`config.mk`:
```
export PLATFORM = sky130hd
export DESIGN_NAME = debug_link_port
export DESIGN_NICKNAME = d
export VERILOG_FILES = /design/src/rtl/debug_port_pkg.sv /design/src/rtl/access_timeout.sv /design/src/rtl/debug_link_port.sv
export SDC_FILE = /design/constraint.sdc
export NUM_CORES = 1
export LEC_CHECK = 0
export BUFFER_PORTS_ARGS = -buffer_cell sky130_fd_sc_hd__buf_2
export CAP_MARGIN = 30
export CORE_ASPECT_RATIO = 1.1
export CORE_MARGIN = 3
export CORE_UTILIZATION = 40
export CTS_CLUSTER_DIAMETER = 100
export DETAILED_ROUTE_END_ITERATION = 16
export GPL_ROUTABILITY_DRIVEN = 0
export PLACE_DENSITY = 0.62
export SYNTH_ARGS = -nofsm -noshare
export SYNTH_HDL_FRONTEND = slang
export SYNTH_SLANG_ARGS = --single-unit
```
`constraint.sdc`:
```
create_clock -name clk -period 2.56 [get_ports clk]
set_input_delay 0.384 -clock clk [delete_from_list [all_inputs] [get_ports clk]]
set_output_delay 0.384 -clock clk [all_outputs]
set_load 0.01 [all_outputs]
```
`src/rtl/debug_port_pkg.sv`:
```
// Constants for the one-wire debug link port register set
package debug_port_pkg;

   // ***************************************************************
   // Register offsets
   // ***************************************************************
   localparam logic [3:0] OFS_PORT_REV  = 4'h0;
   localparam logic [3:0] OFS_ERR_SIG   = 4'h1;
   localparam logic [3:0] OFS_CTRL_PRI  = 4'h2;
   localparam logic [3:0] OFS_CTRL_SEC  = 4'h3;
   localparam logic [3:0] OFS_KEY_STAT  = 4'h7;
   localparam logic [3:0] OFS_RST_REQ   = 4'h8;
   localparam logic [3:0] OFS_CLK_SEL   = 4'h9;
   localparam logic [3:0] OFS_SYS_CTRL  = 4'ha;
   localparam logic [3:0] OFS_SYS_STATE = 4'hb;
   localparam logic [3:0] OFS_MEM_CHECK = 4'hc;

   // ***************************************************************
   // Field positions and masks
   // ***************************************************************
   localparam int         IBD_BIT        = 7;
   localparam int         PAR_OFF_BIT    = 5;
   localparam int         TMO_OFF_BIT    = 4;
   localparam int         RSP_OFF_BIT    = 3;
   localparam int         NACK_OFF_BIT   = 4;
   localparam int         CONT_OFF_BIT   = 3;
   localparam int         DISABLE_BIT    = 2;
   localparam int         KEY_LSB        = 3;
   localparam int         UROW_FINAL_BIT = 1;
   localparam int         CLKREQ_BIT     = 0;
   localparam logic [7:0] CTRL_PRI_MASK  = 8'hbf;
   localparam logic [7:0] CTRL_SEC_MASK  = 8'h18;

   // ***************************************************************
   // Reset values and codes
   // ***************************************************************
   localparam logic [3:0] PORT_REV_DEFAULT = 4'h3;  // Arbitrary value
   localparam logic [1:0] CLK_SEL_RESET    = 2'h3;
   localparam logic [1:0] CLK_SEL_RSVD     = 2'h0;
   localparam logic [7:0] RESET_SIGNATURE  = 8'h59;
   localparam logic [2:0] ERR_NONE         = 3'h0;
   localparam logic [2:0] ERR_PARITY       = 3'h1;
   localparam logic [2:0] ERR_FRAME        = 3'h2;
   localparam logic [2:0] ERR_TIMEOUT      = 3'h3;
   localparam logic [2:0] ERR_START        = 3'h4;
   localparam logic [2:0] ERR_CONTENTION   = 3'h7;
   localparam logic [2:0] GUARD_OFF_CODE   = 3'h7;
   localparam logic [7:0] GUARD_MAX_CYC    = 8'h80;
   localparam logic [1:0] IBD_IDLE_CHARS   = 2'h2;
   localparam int         TIMEOUT_CYCLES   = 65536;

endpackage

```
`src/rtl/access_timeout.sv`:
```
// Access-layer response timeout watchdog
module access_timeout
   import debug_port_pkg::*;
#(
   parameter int LIMIT = TIMEOUT_CYCLES
) (
   input  wire logic clk,      // Port clock
   input  wire logic rst_b,    // Async reset, active low
   input  wire logic ce,       // Clock enable
   input  wire logic start,    // Access request issued
   input  wire logic resp,     // Access layer answered
   input  wire logic off,      // Detection disabled
   output logic      expired   // One-cycle timeout pulse
);
   localparam int CW = $clog2(LIMIT + 1);

   typedef enum logic {IDLE, WAITING} wait_e;

   wait_e         state_q;
   logic [CW-1:0] cnt_q;

   // ***************************************************************
   // Wait for answer
   // ***************************************************************
   // timeout count
   always_ff @(posedge clk or negedge rst_b) begin
      if (!rst_b) begin
         state_q <= IDLE;
         cnt_q   <= '0;
         expired <= 1'b0;
      end else if (ce) begin
         expired <= 1'b0;
         case (state_q)
            IDLE: begin
               cnt_q <= '0;
               if (start && !off) begin
                  state_q <= WAITING;
               end
            end
            WAITING: begin
               if (resp || off) begin
                  state_q <= IDLE;
               end else if (cnt_q == CW'(LIMIT - 1)) begin
                  state_q <= IDLE;
                  expired <= 1'b1;
               end else begin
                  cnt_q <= cnt_q + 1'b1;
               end
            end
            default: state_q <= IDLE;
         endcase
      end
   end
endmodule

```
`src/rtl/debug_link_port.sv`:
```
// Register set and control of the one-wire debug link port
// Functional notes
// - Registers reachable only from debug link instructions, never by the CPU.
// - Offsets 0x0-0x3 physical configuration, 0x4-0xC access-layer registers.
// - Bits 7:4 of first status register report read-only port revision.
// - Error signature bits 2:0 set on port error, cleared by debugger read.
// - Codes: 0 none, 1 parity, 2 stop, 4 start, 7 contention.
// - Code 3 when access layer gives no data or response.
// - Inter-byte delay bit adds two idle characters between loaded bytes.
// - First transmitted byte gets only the normal guard time.
// - Parity-off bit ignores received parity, no parity checks.
// - Timeout after 65536 cycles without answer; control bit 4 disables it.
// - Response-off bit suppresses response signatures; host uses it carefully.
// - Guard code 0-6 selects 128 down to 2 cycles; 7 none.
// - Negative-ack-off bit suppresses signature when system reset hits a transfer.
// - Contention detection active while secondary control bit 3 is zero.
// - Disable bit shuts link, lowers clock request, resets config and keys.
// - Key status bit 5 shows user-row-write key active.
// - Key status bit 4 shows programming key, clears when programming ends.
// - Key status bit 3 shows erase key, clears when erase ends.
// - Writing 0x59 asserts system reset, other values release; port unaffected.
module debug_link_port
   import debug_port_pkg::*;
#(
   parameter int         TIMEOUT_LIMIT = TIMEOUT_CYCLES,
   parameter logic [3:0] PORT_REV      = PORT_REV_DEFAULT  // Arbitrary value
) (
   input  wire logic       clk,                  // Port clock, 10 MHz
   input  wire logic       rst_b,                // Async reset, active low
   input  wire logic       ce,                   // Clock enable
   input  wire logic [3:0] reg_addr,             // Register offset from link
   input  wire logic       reg_wr,               // Store strobe
   input  wire logic       reg_rd,               // Load strobe
   input  wire logic [7:0] reg_wdata,            // Store data
   output logic      [7:0] reg_rdata,            // Load data
   input  wire logic       parity_err,           // Parity bit missampled
   input  wire logic       frame_err,            // Stop bits missampled
   input  wire logic       start_err,            // Start bit missampled
   input  wire logic       contention,           // Line drive contention seen
   input  wire logic       acc_req,              // Access issued to system
   input  wire logic       acc_resp,             // Access layer answered
   input  wire logic       op_busy,              // Load or store in progress
   input  wire logic       sys_rst_active,       // System domain in reset
   input  wire logic       sys_sleeping,         // System domain asleep
   input  wire logic       nvm_prog_ready,       // Programming may start
   input  wire logic       urow_prog_ready,      // User row programming may start
   input  wire logic       lock_state,           // Device locked
   input  wire logic [2:0] mem_check_state,      // Memory check status
   input  wire logic [2:0] key_hit,              // Key decoded: urow, prog, erase
   input  wire logic [2:0] key_done,             // Sequence finished per key
   input  wire logic       port_enable,          // Re-enable after disable
   input  wire logic       tx_byte_load,         // Next byte to transmit
   input  wire logic       tx_byte_first,        // Byte is first after turnaround
   output logic      [1:0] tx_gap_chars,         // Idle chars before byte
   output logic      [7:0] guard_cycles,         // Turnaround guard length
   output logic            inter_byte_delay_en,  // Delay between loaded bytes
   output logic            parity_check_off,     // Parity ignored
   output logic            response_sig_off,     // No response signatures
   output logic            contention_check_off, // Contention check off
   output logic            neg_ack_send,         // Send negative-ack signature
   output logic            timeout_seen,         // Access timeout pulse
   output logic            port_disabled,        // Physical link disabled
   output logic            port_reset,           // Port reset pulse
   output logic            clk_request,          // System clock request
   output logic      [1:0] clk_sel,              // Link clock select
   output logic            urow_final,           // User row write finalise
   output logic            sys_reset_req         // System reset request
);

   // ***************************************************************
   // Decode
   // ***************************************************************
   logic [7:0] ctrl_pri_q;
   logic [7:0] ctrl_sec_q;
   logic [2:0] err_sig_q;
   logic [2:0] key_q;
   logic       rstsys_q;
   logic       clkreq_q;
   logic       sysrst_prev_q;
   logic [2:0] err_code;
   logic       tmo;
   logic       acc;
   logic       wr;
   logic       rd;
   logic       dis_wr;

   assign acc    = ce && !port_disabled;
   assign wr     = acc && reg_wr;
   assign rd     = acc && reg_rd && !reg_wr;
   assign dis_wr = wr && reg_addr == OFS_CTRL_SEC && reg_wdata[DISABLE_BIT];

   assign inter_byte_delay_en  = ctrl_pri_q[IBD_BIT];
   assign parity_check_off     = ctrl_pri_q[PAR_OFF_BIT];
   assign response_sig_off     = ctrl_pri_q[RSP_OFF_BIT];
   assign contention_check_off = ctrl_sec_q[CONT_OFF_BIT];
   assign clk_request          = clkreq_q && !port_disabled;

   // ***************************************************************
   // Error signature
   // ***************************************************************
   access_timeout #(
      .LIMIT   (TIMEOUT_LIMIT)
   ) u_tmo (
      .clk     (clk),
      .rst_b   (rst_b),
      .ce      (ce && !port_disabled),
      .start   (acc_req),
      .resp    (acc_resp),
      .off     (ctrl_pri_q[TMO_OFF_BIT]),
      .expired (tmo)
   );
   assign timeout_seen = tmo;

   always_comb begin
      err_code = ERR_NONE;
      if (tmo) begin
         err_code = ERR_TIMEOUT;
      end
      if (parity_err && !parity_check_off) begin
         err_code = ERR_PARITY;
      end
      if (frame_err) begin
         err_code = ERR_FRAME;
      end
      if (start_err) begin
         err_code = ERR_START;
      end
      if (contention && !contention_check_off) begin
         err_code = ERR_CONTENTION;
      end
   end

   always_ff @(posedge clk or negedge rst_b) begin
      if (!rst_b) begin
         err_sig_q <= ERR_NONE;
      end else if (ce) begin
         if (dis_wr || port_disabled) begin
            err_sig_q <= ERR_NONE;
         end else if (err_code != ERR_NONE) begin
            err_sig_q <= err_code;
         end else if (rd && reg_addr == OFS_ERR_SIG) begin
            err_sig_q <= ERR_NONE;
         end
      end
   end

   // ***************************************************************
   // Physical configuration
   // ***************************************************************
   // config cleared on disable
   always_ff @(posedge clk or negedge rst_b) begin
      if (!rst_b) begin
         ctrl_pri_q <= '0;
         ctrl_sec_q <= '0;
      end else if (ce) begin
         if (dis_wr) begin
            ctrl_pri_q <= '0;
            ctrl_sec_q <= '0;
         end else if (wr && reg_addr == OFS_CTRL_PRI) begin
            ctrl_pri_q <= reg_wdata & CTRL_PRI_MASK;
         end else if (wr && reg_addr == OFS_CTRL_SEC) begin
            ctrl_sec_q <= reg_wdata & CTRL_SEC_MASK;
         end
      end
   end

   always_ff @(posedge clk or negedge rst_b) begin
      if (!rst_b) begin
         port_disabled <= 1'b0;
         port_reset    <= 1'b0;
      end else if (ce) begin
         port_reset <= dis_wr;
         if (dis_wr) begin
            port_disabled <= 1'b1;
         end else if (port_enable) begin
            port_disabled <= 1'b0;
         end
      end
   end

   always_ff @(posedge clk or negedge rst_b) begin
      if (!rst_b) begin
         guard_cycles <= GUARD_MAX_CYC;
      end else if (ce) begin
         if (ctrl_pri_q[2:0] == GUARD_OFF_CODE) begin
            guard_cycles <= '0;
         end else begin
            guard_cycles <= GUARD_MAX_CYC >> ctrl_pri_q[2:0];
         end
      end
   end

   always_ff @(posedge clk or negedge rst_b) begin
      if (!rst_b) begin
         tx_gap_chars <= '0;
      end else if (ce && tx_byte_load) begin
         if (tx_byte_first || !inter_byte_delay_en) begin
            tx_gap_chars <= '0;
         end else begin
            tx_gap_chars <= IBD_IDLE_CHARS;
         end
      end
   end

   always_ff @(posedge clk or negedge rst_b) begin
      if (!rst_b) begin
         sysrst_prev_q <= 1'b0;
         neg_ack_send  <= 1'b0;
      end else if (ce) begin
         sysrst_prev_q <= sys_rst_active;
         neg_ack_send  <= sys_rst_active && !sysrst_prev_q && op_busy
                          && !ctrl_sec_q[NACK_OFF_BIT] && !port_disabled;
      end
   end

   // ***************************************************************
   // Keys
   // ***************************************************************
   genvar k;
   generate
      for (k = 0; k < 3; k++) begin : g_key
         always_ff @(posedge clk or negedge rst_b) begin
            if (!rst_b) begin
               key_q[k] <= 1'b0;
            end else if (ce) begin
               if (dis_wr) begin
                  key_q[k] <= 1'b0;
               end else if (key_hit[k]) begin
                  key_q[k] <= 1'b1;
               end else if (key_done[k] || (k == 2 && wr && reg_addr == OFS_KEY_STAT
                                            && reg_wdata[KEY_LSB + 2])) begin
                  key_q[k] <= 1'b0;
               end
            end
         end
      end
   endgenerate

   // ***************************************************************
   // Access-layer control
   // ***************************************************************
   always_ff @(posedge clk or negedge rst_b) begin
      if (!rst_b) begin
         sys_reset_req <= 1'b0;
         clk_sel       <= CLK_SEL_RESET;
         clkreq_q      <= 1'b1;
         urow_final    <= 1'b0;
      end else if (ce) begin
         // reset signature, not cleared by port reset
         if (wr && reg_addr == OFS_RST_REQ) begin
            sys_reset_req <= reg_wdata == RESET_SIGNATURE;
         end
         if (dis_wr) begin
            clk_sel <= CLK_SEL_RESET;
         end else if (wr && reg_addr == OFS_CLK_SEL && reg_wdata[1:0] != CLK_SEL_RSVD) begin
            clk_sel <= reg_wdata[1:0];
         end
         if (dis_wr) begin
            clkreq_q <= 1'b0;
         end else if (port_enable && port_disabled) begin
            clkreq_q <= 1'b1;
         end else if (wr && reg_addr == OFS_SYS_CTRL) begin
            clkreq_q <= reg_wdata[CLKREQ_BIT];
         end
         if (dis_wr || !key_q[2]) begin
            urow_final <= 1'b0;
         end else if (wr && reg_addr == OFS_SYS_CTRL) begin
            urow_final <= reg_wdata[UROW_FINAL_BIT];
         end
      end
   end

   always_ff @(posedge clk or negedge rst_b) begin
      if (!rst_b) begin
         rstsys_q <= 1'b0;
      end else if (ce) begin
         if (sys_rst_active || sys_reset_req) begin
            rstsys_q <= 1'b1;
         end else if (rd && reg_addr == OFS_SYS_STATE) begin
            rstsys_q <= 1'b0;
         end
      end
   end

   // ***************************************************************
   // Read data
   // ***************************************************************
   // offset map
   always_ff @(posedge clk or negedge rst_b) begin
      if (!rst_b) begin
         reg_rdata <= '0;
      end else if (rd) begin
         case (reg_addr)
            OFS_PORT_REV:  reg_rdata <= {PORT_REV, 4'h0};
            OFS_ERR_SIG:   reg_rdata <= {5'h00, err_sig_q};
            OFS_CTRL_PRI:  reg_rdata <= ctrl_pri_q;
            OFS_CTRL_SEC:  reg_rdata <= ctrl_sec_q;
            OFS_KEY_STAT:  reg_rdata <= {2'h0, key_q, 3'h0};
            OFS_RST_REQ:   reg_rdata <= {7'h00, sys_reset_req};
            OFS_CLK_SEL:   reg_rdata <= {6'h00, clk_sel};
            OFS_SYS_CTRL:  reg_rdata <= {6'h00, urow_final, clkreq_q};
            OFS_SYS_STATE: reg_rdata <= {2'h0, rstsys_q, sys_sleeping, nvm_prog_ready,
                                         urow_prog_ready, 1'b0, lock_state};
            OFS_MEM_CHECK: reg_rdata <= {5'h00, mem_check_state};
            default:       reg_rdata <= '0;
         endcase
      end
   end
endmodule

```
==> impl_metrics.tcl, run 1 <==
set metrics [dict create \
    critPathTopFamily "simple AND/OR/NAND/NOR gates" \
    ys_async_sr_fraction_pct 100 \
    grt_pass1_vias 2793 \
    highest_layer "met4" \
    outcome "completed" \
    netlist_area_um2 3190 \
    cts.hold.buffers_added 0 \
    die_w_um 91.1 \
    yosysTopAreaCell "dfrtp_1" \
    clock-sinks 59 \
    fin_worst_skew_ns 0.00624 \
    yosysSeqAreaShare_pct 46.5 \
    crit_fanout 6 \
    grt_max_degree 31 \
    cts_root_buffer "clkbuf_8" \
    vias 2836 \
    p_sw_share_pct 28.3 \
    peakVddDrop_v 0.000304 \
    yosys.area_share.xor_xnor_pct 1.37 \
    placed_cells 491 \
    fmax_mhz 431 \
    postRouteAntennaNets 0 \
    design_area_um2 3850 \
    clk_latency_ns 0.34 \
    grt_util_all_layers_pct 20.1 \
    p_switching_uw 691 \
    synth_top_family_by_area "simple AND/OR/NAND/NOR gates" \
    synth-simple-area-share_pct 22.8 \
    seqPwrFrac_pct 46.7 \
    drt_wl_total_um 8760 \
    required_ns 2.82 \
    arrival_ns 2.58 \
    crit_chain "and4_1 -> nand2_1 -> nor3_1 -> ha_1 -> o31ai_4 -> nand2_1 -> or4_1 -> a21oi_1" \
    post_cts_buffers 0 \
    timing.setup.tns_ns 0 \
    fin_nets 440 \
    pwr-share-comb_pct 16.4 \
    synthToLayoutAreaGrowth_pct 20.8 \
    synth-compound-area-share_pct 19.5 \
    met2_length_um 3970 \
    syn_inst 329 \
    max_slew_margin_pct 52.3 \
    placed_cell_area_um2 3650 \
    ctsResizeCount 0 \
    antenna_cells 0 \
    fin_crit_sh_pct 90.6 \
    ys_ff_latch 59 \
    clk_path_buf_depth 2 \
    drt_first_pass_iters 4 \
    syn_area_per_cell_um2 9.69 \
    maxSlewViolCount 0 \
    clkPwrFrac_pct 36.9 \
    synthTopCellsByArea "dfrtp_1 43%, o21ai_0 3.9%, nand2_1 3.8%" \
    internal_power_uw 1750 \
    power.density_nw_per_um2 634 \
    maxCapViolCount 0 \
    critPathCaptureType "flip-flop" \
    drive_above_1_share_pct 26.4 \
    synth_flop_cell "dfrtp_1" \
    wl_per_cell_um 17.3 \
    wl_met1_um 4020 \
    setup_viol 0 \
    synthAdderAreaFrac_pct 0.785 \
    die_y_um 99.6 \
    antenna_found_initial 0 \
    io_buffer_count 68 \
    hold_slack_ns 0.0951 \
    crit_type "reg2reg" \
    core_area_um2 7600 \
    num_rows 33 \
    numCtsBuffers 9 \
    netlist-cell-type-count 64 \
    drtIter0Drc 120 \
    worst_pin_slew_ns 0.716 \
    finalPower_uw 2440 \
    path_buf_inv 0 \
    cts_tree "built" \
    ios 72 \
    hold_path.class "in2async" \
    slowest_stage "or4_1" \
    synth_top_area_share_pct 43.2 \
    via_per_inst 5.59 \
    dp_hpwl_um 6370 \
    p_leak_uw 0.00176 \
    grt.overflow.total 0 \
    muxShareOfSynthArea_pct 3.92 \
    start_util_pct 42.0 \
    hold_violations 0 \
    path_clk_slew_ns 0.07 \
    htreeDepth 3 \
    die_area_um2 9080 \
    grt_pass1_wl_um 14500 \
    rsz0062_at_grt "false" \
    worst_setup_path_start_kind "flip-flop" \
    crit_top_cell "nand2_1" \
    fin_crit_ns 2.32 \
    max_stage_delay_ns 0.44 \
    ys_warn_count 0 \
    wl_met3_um 487 \
    drc 0 \
    layoutNonFillerInstCount 507 \
    synth_edf_count 0 \
]
-- cells in the final DEF (no fill, tap or decap), drive strengths merged, types with 4 or more instances in the layout --
cell	count
mux2	4
o31ai	7
dfstp	4
nor3	5
clkbuf	15
nor2	15
a21o	4
nand2b	10
nor4b	5
buf	78
nand3b	4
mux2i	8
a32o	6
nand4	5
xor2	5
nand3	14
a22o	6
inv	13
nand2	32
and3	6
o21ai	26
dfrtp	55
a21oi	10
or4	6
nor2b	7
-- worst paths after layout --
kind | cells past startpoint | startpoint | slack, ns | endpoint
worst min register to register | 2 | tx_gap_chars[1]$_DFFE_PN0P_ | 0.49 | tx_gap_chars[1]$_DFFE_PN0P_
worst min-delay path | 1 | rst_b | 0.1 | reg_rdata[7]$_DFFE_PN0N_
worst max register to register | 8 | u_tmo.cnt_q[3]$_DFFE_PN0P_ | 0.24 | u_tmo.cnt_q[14]$_DFFE_PN0P_
min in group clk | 2 | acc_resp | 0.28 | u_tmo.expired$_DFFE_PN0N_
max in group asynchronous | 2 | rst_b | 1.78 | clkreq_q$_DFFE_PN1P_
worst max-delay path | 8 | u_tmo.cnt_q[3]$_DFFE_PN0P_ | 0.24 | u_tmo.cnt_q[14]$_DFFE_PN0P_
-- stage by stage --
step | setup slack [ns] | utilization, %
final | 0.240 | 50.7
after global routing | 0.109 | 50.7
after CTS | 0.265 | 50.7
after detailed placement | 0.273 | 48.0
after global placement | 0.376 | 48.0
after floorplan | 0.250 | -
-- cell type report --
cell class | count | area (µm²)
flip-flops and latches | 59 | 1480
inverters | 14 | 52.6
fillers | 751 | 3740
multi-input cells | 235 | 1550
well taps | 105 | 131
clock inverters | 1 | 30.0
repair buffers | 78 | 428
clock buffers | 15 | 176
-- flip-flops by register name (all words and copies together), names as in the netlist --
register / cells
port_reset: 1
reg_rdata: 7
err_sig_q: 3
u_tmo.state_q: 1
u_tmo.cnt_q: 17
sysrst_prev_q: 1
tx_gap_chars: 1
u_tmo.expired: 1
ctrl_sec_q: 2
neg_ack_send: 1
port_disabled: 1
urow_final: 1
key_q: 3
guard_cycles: 7
clkreq_q: 1
rstsys_q: 1
clk_sel: 2
sys_reset_req: 1
ctrl_pri_q: 7
-- cells in the mapped netlist (3+ instances only) --
cell / n
o31ai_1: 6
a21o_1: 4
nand4_1: 5
clkbuf_1: 8
dfrtp_1: 55
mux2_2: 4
a21oi_1: 10
nor2_1: 15
buf_4: 3
xor2_1: 5
or4_1: 6
a22o_1: 6
nand3b_1: 4
a32o_1: 6
buf_1: 3
inv_1: 13
o22a_1: 3
nor3b_1: 3
o41ai_1: 3
nor4b_1: 4
buf_2: 8
mux2i_1: 8
and3_1: 6
o21ai_0: 25
dfstp_2: 4
nand2_1: 32
nor3_1: 5
nand2b_1: 10
nand3_1: 13
nand4b_1: 3
nor2b_1: 7
-- logic make-up (layout without fill, tap and decap cells) --
| kind of cell | count (synthesis) | after routing |
|---|---|---|
| AO/OA/AOI/OAI | 86 | 86 |
| XOR/XNOR | 5 | 5 |
| adder cells (fa/ha/maj) | 2 | 2 |
| buffers and inverters | 37 | 108 |
| flip-flops | 59 | 59 |
| multiplexers | 12 | 12 |
| other | 1 | 3 |
| AND/OR/NAND/NOR | 127 | 127 |
-- per-layer routing --
| metal | track usage (%) | up-vias |
|---|---|---|
| li1 | - | 1354 |
| met1 | 27.6 | 1369 |
| met2 | 30.6 | 91 |
| met3 | 4.24 | 22 |
| met4 | 9.16 | 0 |
| met5 | 0 | - |
-- power groups by stage --
stage | Sequential, µW | Clock, µW | Combinational (µW)
3_5_place_dp | 1160 | 0 | 403
4_1_cts | 1140 | 922 | 404
3_3_place_gp | 1150 | 0 | 399
5_1_grt | 1160 | 963 | 446
6_report | 1140 | 901 | 400
2_1_floorplan | 1130 | 0 | 242
(Power assumes the default switching activity.)
==> run 2, diff against run 1 <==
- CORE_UTILIZATION: 40 -> 50
- PLACE_DENSITY: 0.62 -> 0.75
==> run 2 against run 1 <==
  * Maximum frequency decreased by 0.27%
  * Setup slack worse by 0.0062 ns
  * Flip-flop and latch count unchanged
  * Combinational power hardly changed
  * Clock power fell by 11%
  * Largest power group unchanged
  * Design area decreased by 1.7%
  * Power down 4.2%
==> impl_metrics.tcl, run 2 (same netlist as run 1, synthesis figures left out) <==
set metrics [dict create \
    timing.final.ws_setup_ns 0.234 \
    numCtsBuffers 9 \
    largest_register "u_tmo.cnt_q" \
    cts_root_buffer "clkbuf_8" \
    die_w_um 82.1 \
    arrival_ns 2.59 \
    final_cell_mix "68 x buf_2, 55 x dfrtp_1, 32 x nand2_1" \
    place_worst_setup_slack_ns 0.284 \
    pwr-share-comb_pct 17.0 \
    peakVddDrop_v 0.000356 \
    grt_max_degree 28 \
    drtIter0Drc 178 \
    wl_per_cell_um 17.2 \
    timing.setup.tns_ns 0 \
    fmax_mhz 430 \
    maxSlewViolCount 0 \
    final_common_cell "buf_2" \
    critPathCaptureType "flip-flop" \
    grt_util_all_layers_pct 23.5 \
    whs_path_depth 2 \
    fin_worst_skew_ns 0.00999 \
    finalPower_uw 2340 \
    cts_tree "built" \
    drt_first_pass_iters 4 \
    holdPathEnd "u_tmo.expired$_DFFE_PN0N_" \
    seqPwrFrac_pct 48.6 \
    outcome "completed" \
    hold_path.class "in2reg" \
    post_cts_buffers 0 \
    p_switching_uw 672 \
    crit_type "reg2reg" \
    power.density_nw_per_um2 617 \
    crit_fanout 6 \
    clk_latency_ns 0.34 \
    placed_cell_area_um2 3600 \
    die_y_um 89.7 \
    dp_hpwl_um 6040 \
    vias 2844 \
    required_ns 2.82 \
    drc 0 \
    die_area_um2 7370 \
    postLayoutCoreUtil_pct 63.3 \
    grt_pass1_wl_um 13400 \
    fin_crit_sh_pct 90.9 \
    r2r_end "u_tmo.cnt_q[12]$_DFFE_PN0P_" \
    internal_power_uw 1670 \
    grt_pass1_vias 2750 \
    fin_nets 441 \
    io_buffer_count 68 \
    drt_wl_total_um 8260 \
    antenna_cells 0 \
    core_area_um2 5990 \
    num_rows 29 \
    rsz0062_at_grt "false" \
    p_leak_uw 0.00175 \
    setup_viol 0 \
    hold_violations 0 \
    synthToLayoutAreaGrowth_pct 18.8 \
    postRouteAntennaNets 0 \
    max_slew_margin_pct 67.0 \
    drive_above_1_share_pct 26.1 \
    maxCapViolCount 0 \
    worst_setup_path_start_kind "flip-flop" \
    start_util_pct 53.2 \
    fin_crit_ns 2.33 \
    clk_path_buf_depth 2 \
    p_sw_share_pct 28.7 \
    design_area_um2 3790 \
    worst_pin_slew_ns 0.490 \
    ff2ff_setup_slack_ns 0.23 \
    hp-start "acc_resp" \
    via_per_inst 5.93 \
    ios 72 \
    reg2reg_from "u_tmo.cnt_q[4]$_DFFE_PN0P_" \
    largest_register_ffs 17 \
    htreeDepth 3 \
    grt.overflow.total 0 \
    clock-sinks 59 \
    antenna_found_initial 0 \
    path_clk_slew_ns 0.07 \
    clkPwrFrac_pct 34.5 \
    r2r_cells 8 \
]
run 2: cell count changes in the layout (fill, tap and decap cells not counted):
cell	change
clkbuf_8	-3
clkinv_2	+2
buf_12	-1
buf_4	+1
clkbuf_1	+1
dlygate4sd3_1	+1
run 2: cell type report:
type                            count  area (µm²)
Inverter                           14        52.6
Clock inverter                      3        40.0
Timing Repair Buffer               79         425
Sequential cell                    59        1480
Fill cell                         513        2200
Clock buffer                       13         139
Tap cell                           77        96.3
Multi-Input combinational cell    235        1550
run 2: worst max-delay path by stage:
stage / startpoint / to / cells after the start
floorplan: u_tmo.cnt_q[3]$_DFFE_PN0P_ / u_tmo.cnt_q[11]$_DFFE_PN0P_ / 8
global placement: u_tmo.cnt_q[3]$_DFFE_PN0P_ / u_tmo.cnt_q[11]$_DFFE_PN0P_ / 8
detailed placement: u_tmo.cnt_q[3]$_DFFE_PN0P_ / u_tmo.cnt_q[12]$_DFFE_PN0P_ / 8
CTS: u_tmo.cnt_q[4]$_DFFE_PN0P_ / u_tmo.cnt_q[12]$_DFFE_PN0P_ / 8
global route: u_tmo.cnt_q[4]$_DFFE_PN0P_ / u_tmo.cnt_q[14]$_DFFE_PN0P_ / 8
finish: u_tmo.cnt_q[4]$_DFFE_PN0P_ / u_tmo.cnt_q[12]$_DFFE_PN0P_ / 8
run 2: timing repair:
action                                  4_1_cts  5_1_grt
resized for setup                             0        0
endpoints found under the setup margin        0        0
hold endpoints to repair                     12        0
hold buffers                                  1        0
run 2: routing by layer:
metal	track usage (%)	up-vias	share of wire, %
met5	0	-	0
met4	11.4	0	2.7
met3	4.00	17	4.4
met2	35.9	72	49
met1	31.8	1399	44
li1	-	1356	-
run 2: power groups by stage:
stage	Clock [µW]	Combinational [µW]	Sequential, µW
floorplan	0	242	1130
global placement	0	390	1150
detailed placement	0	397	1150
CTS	816	400	1140
global route	862	442	1150
finish	806	397	1140
run 2: per-stage QoR:
stage / instances / hold slack [ns]
2_1_floorplan: 331 / 0.0884
3_3_place_gp: 463 / 0.297
3_5_place_dp: 463 / 0.298
4_1_cts: 480 / 0.270
5_1_grt: 480 / 0.285
6_report: 480 / 0.276
run 2: critical path: stages, from the launching register on:
cell and delay [ns]:
dfrtp_1 0.42, and4_1 0.28, nand2_1 0.11, nor3_1 0.06, ha_1 0.21, o31ai_4 0.37
nand2_1 0.21, or4_1 0.44, a21oi_1 0.16
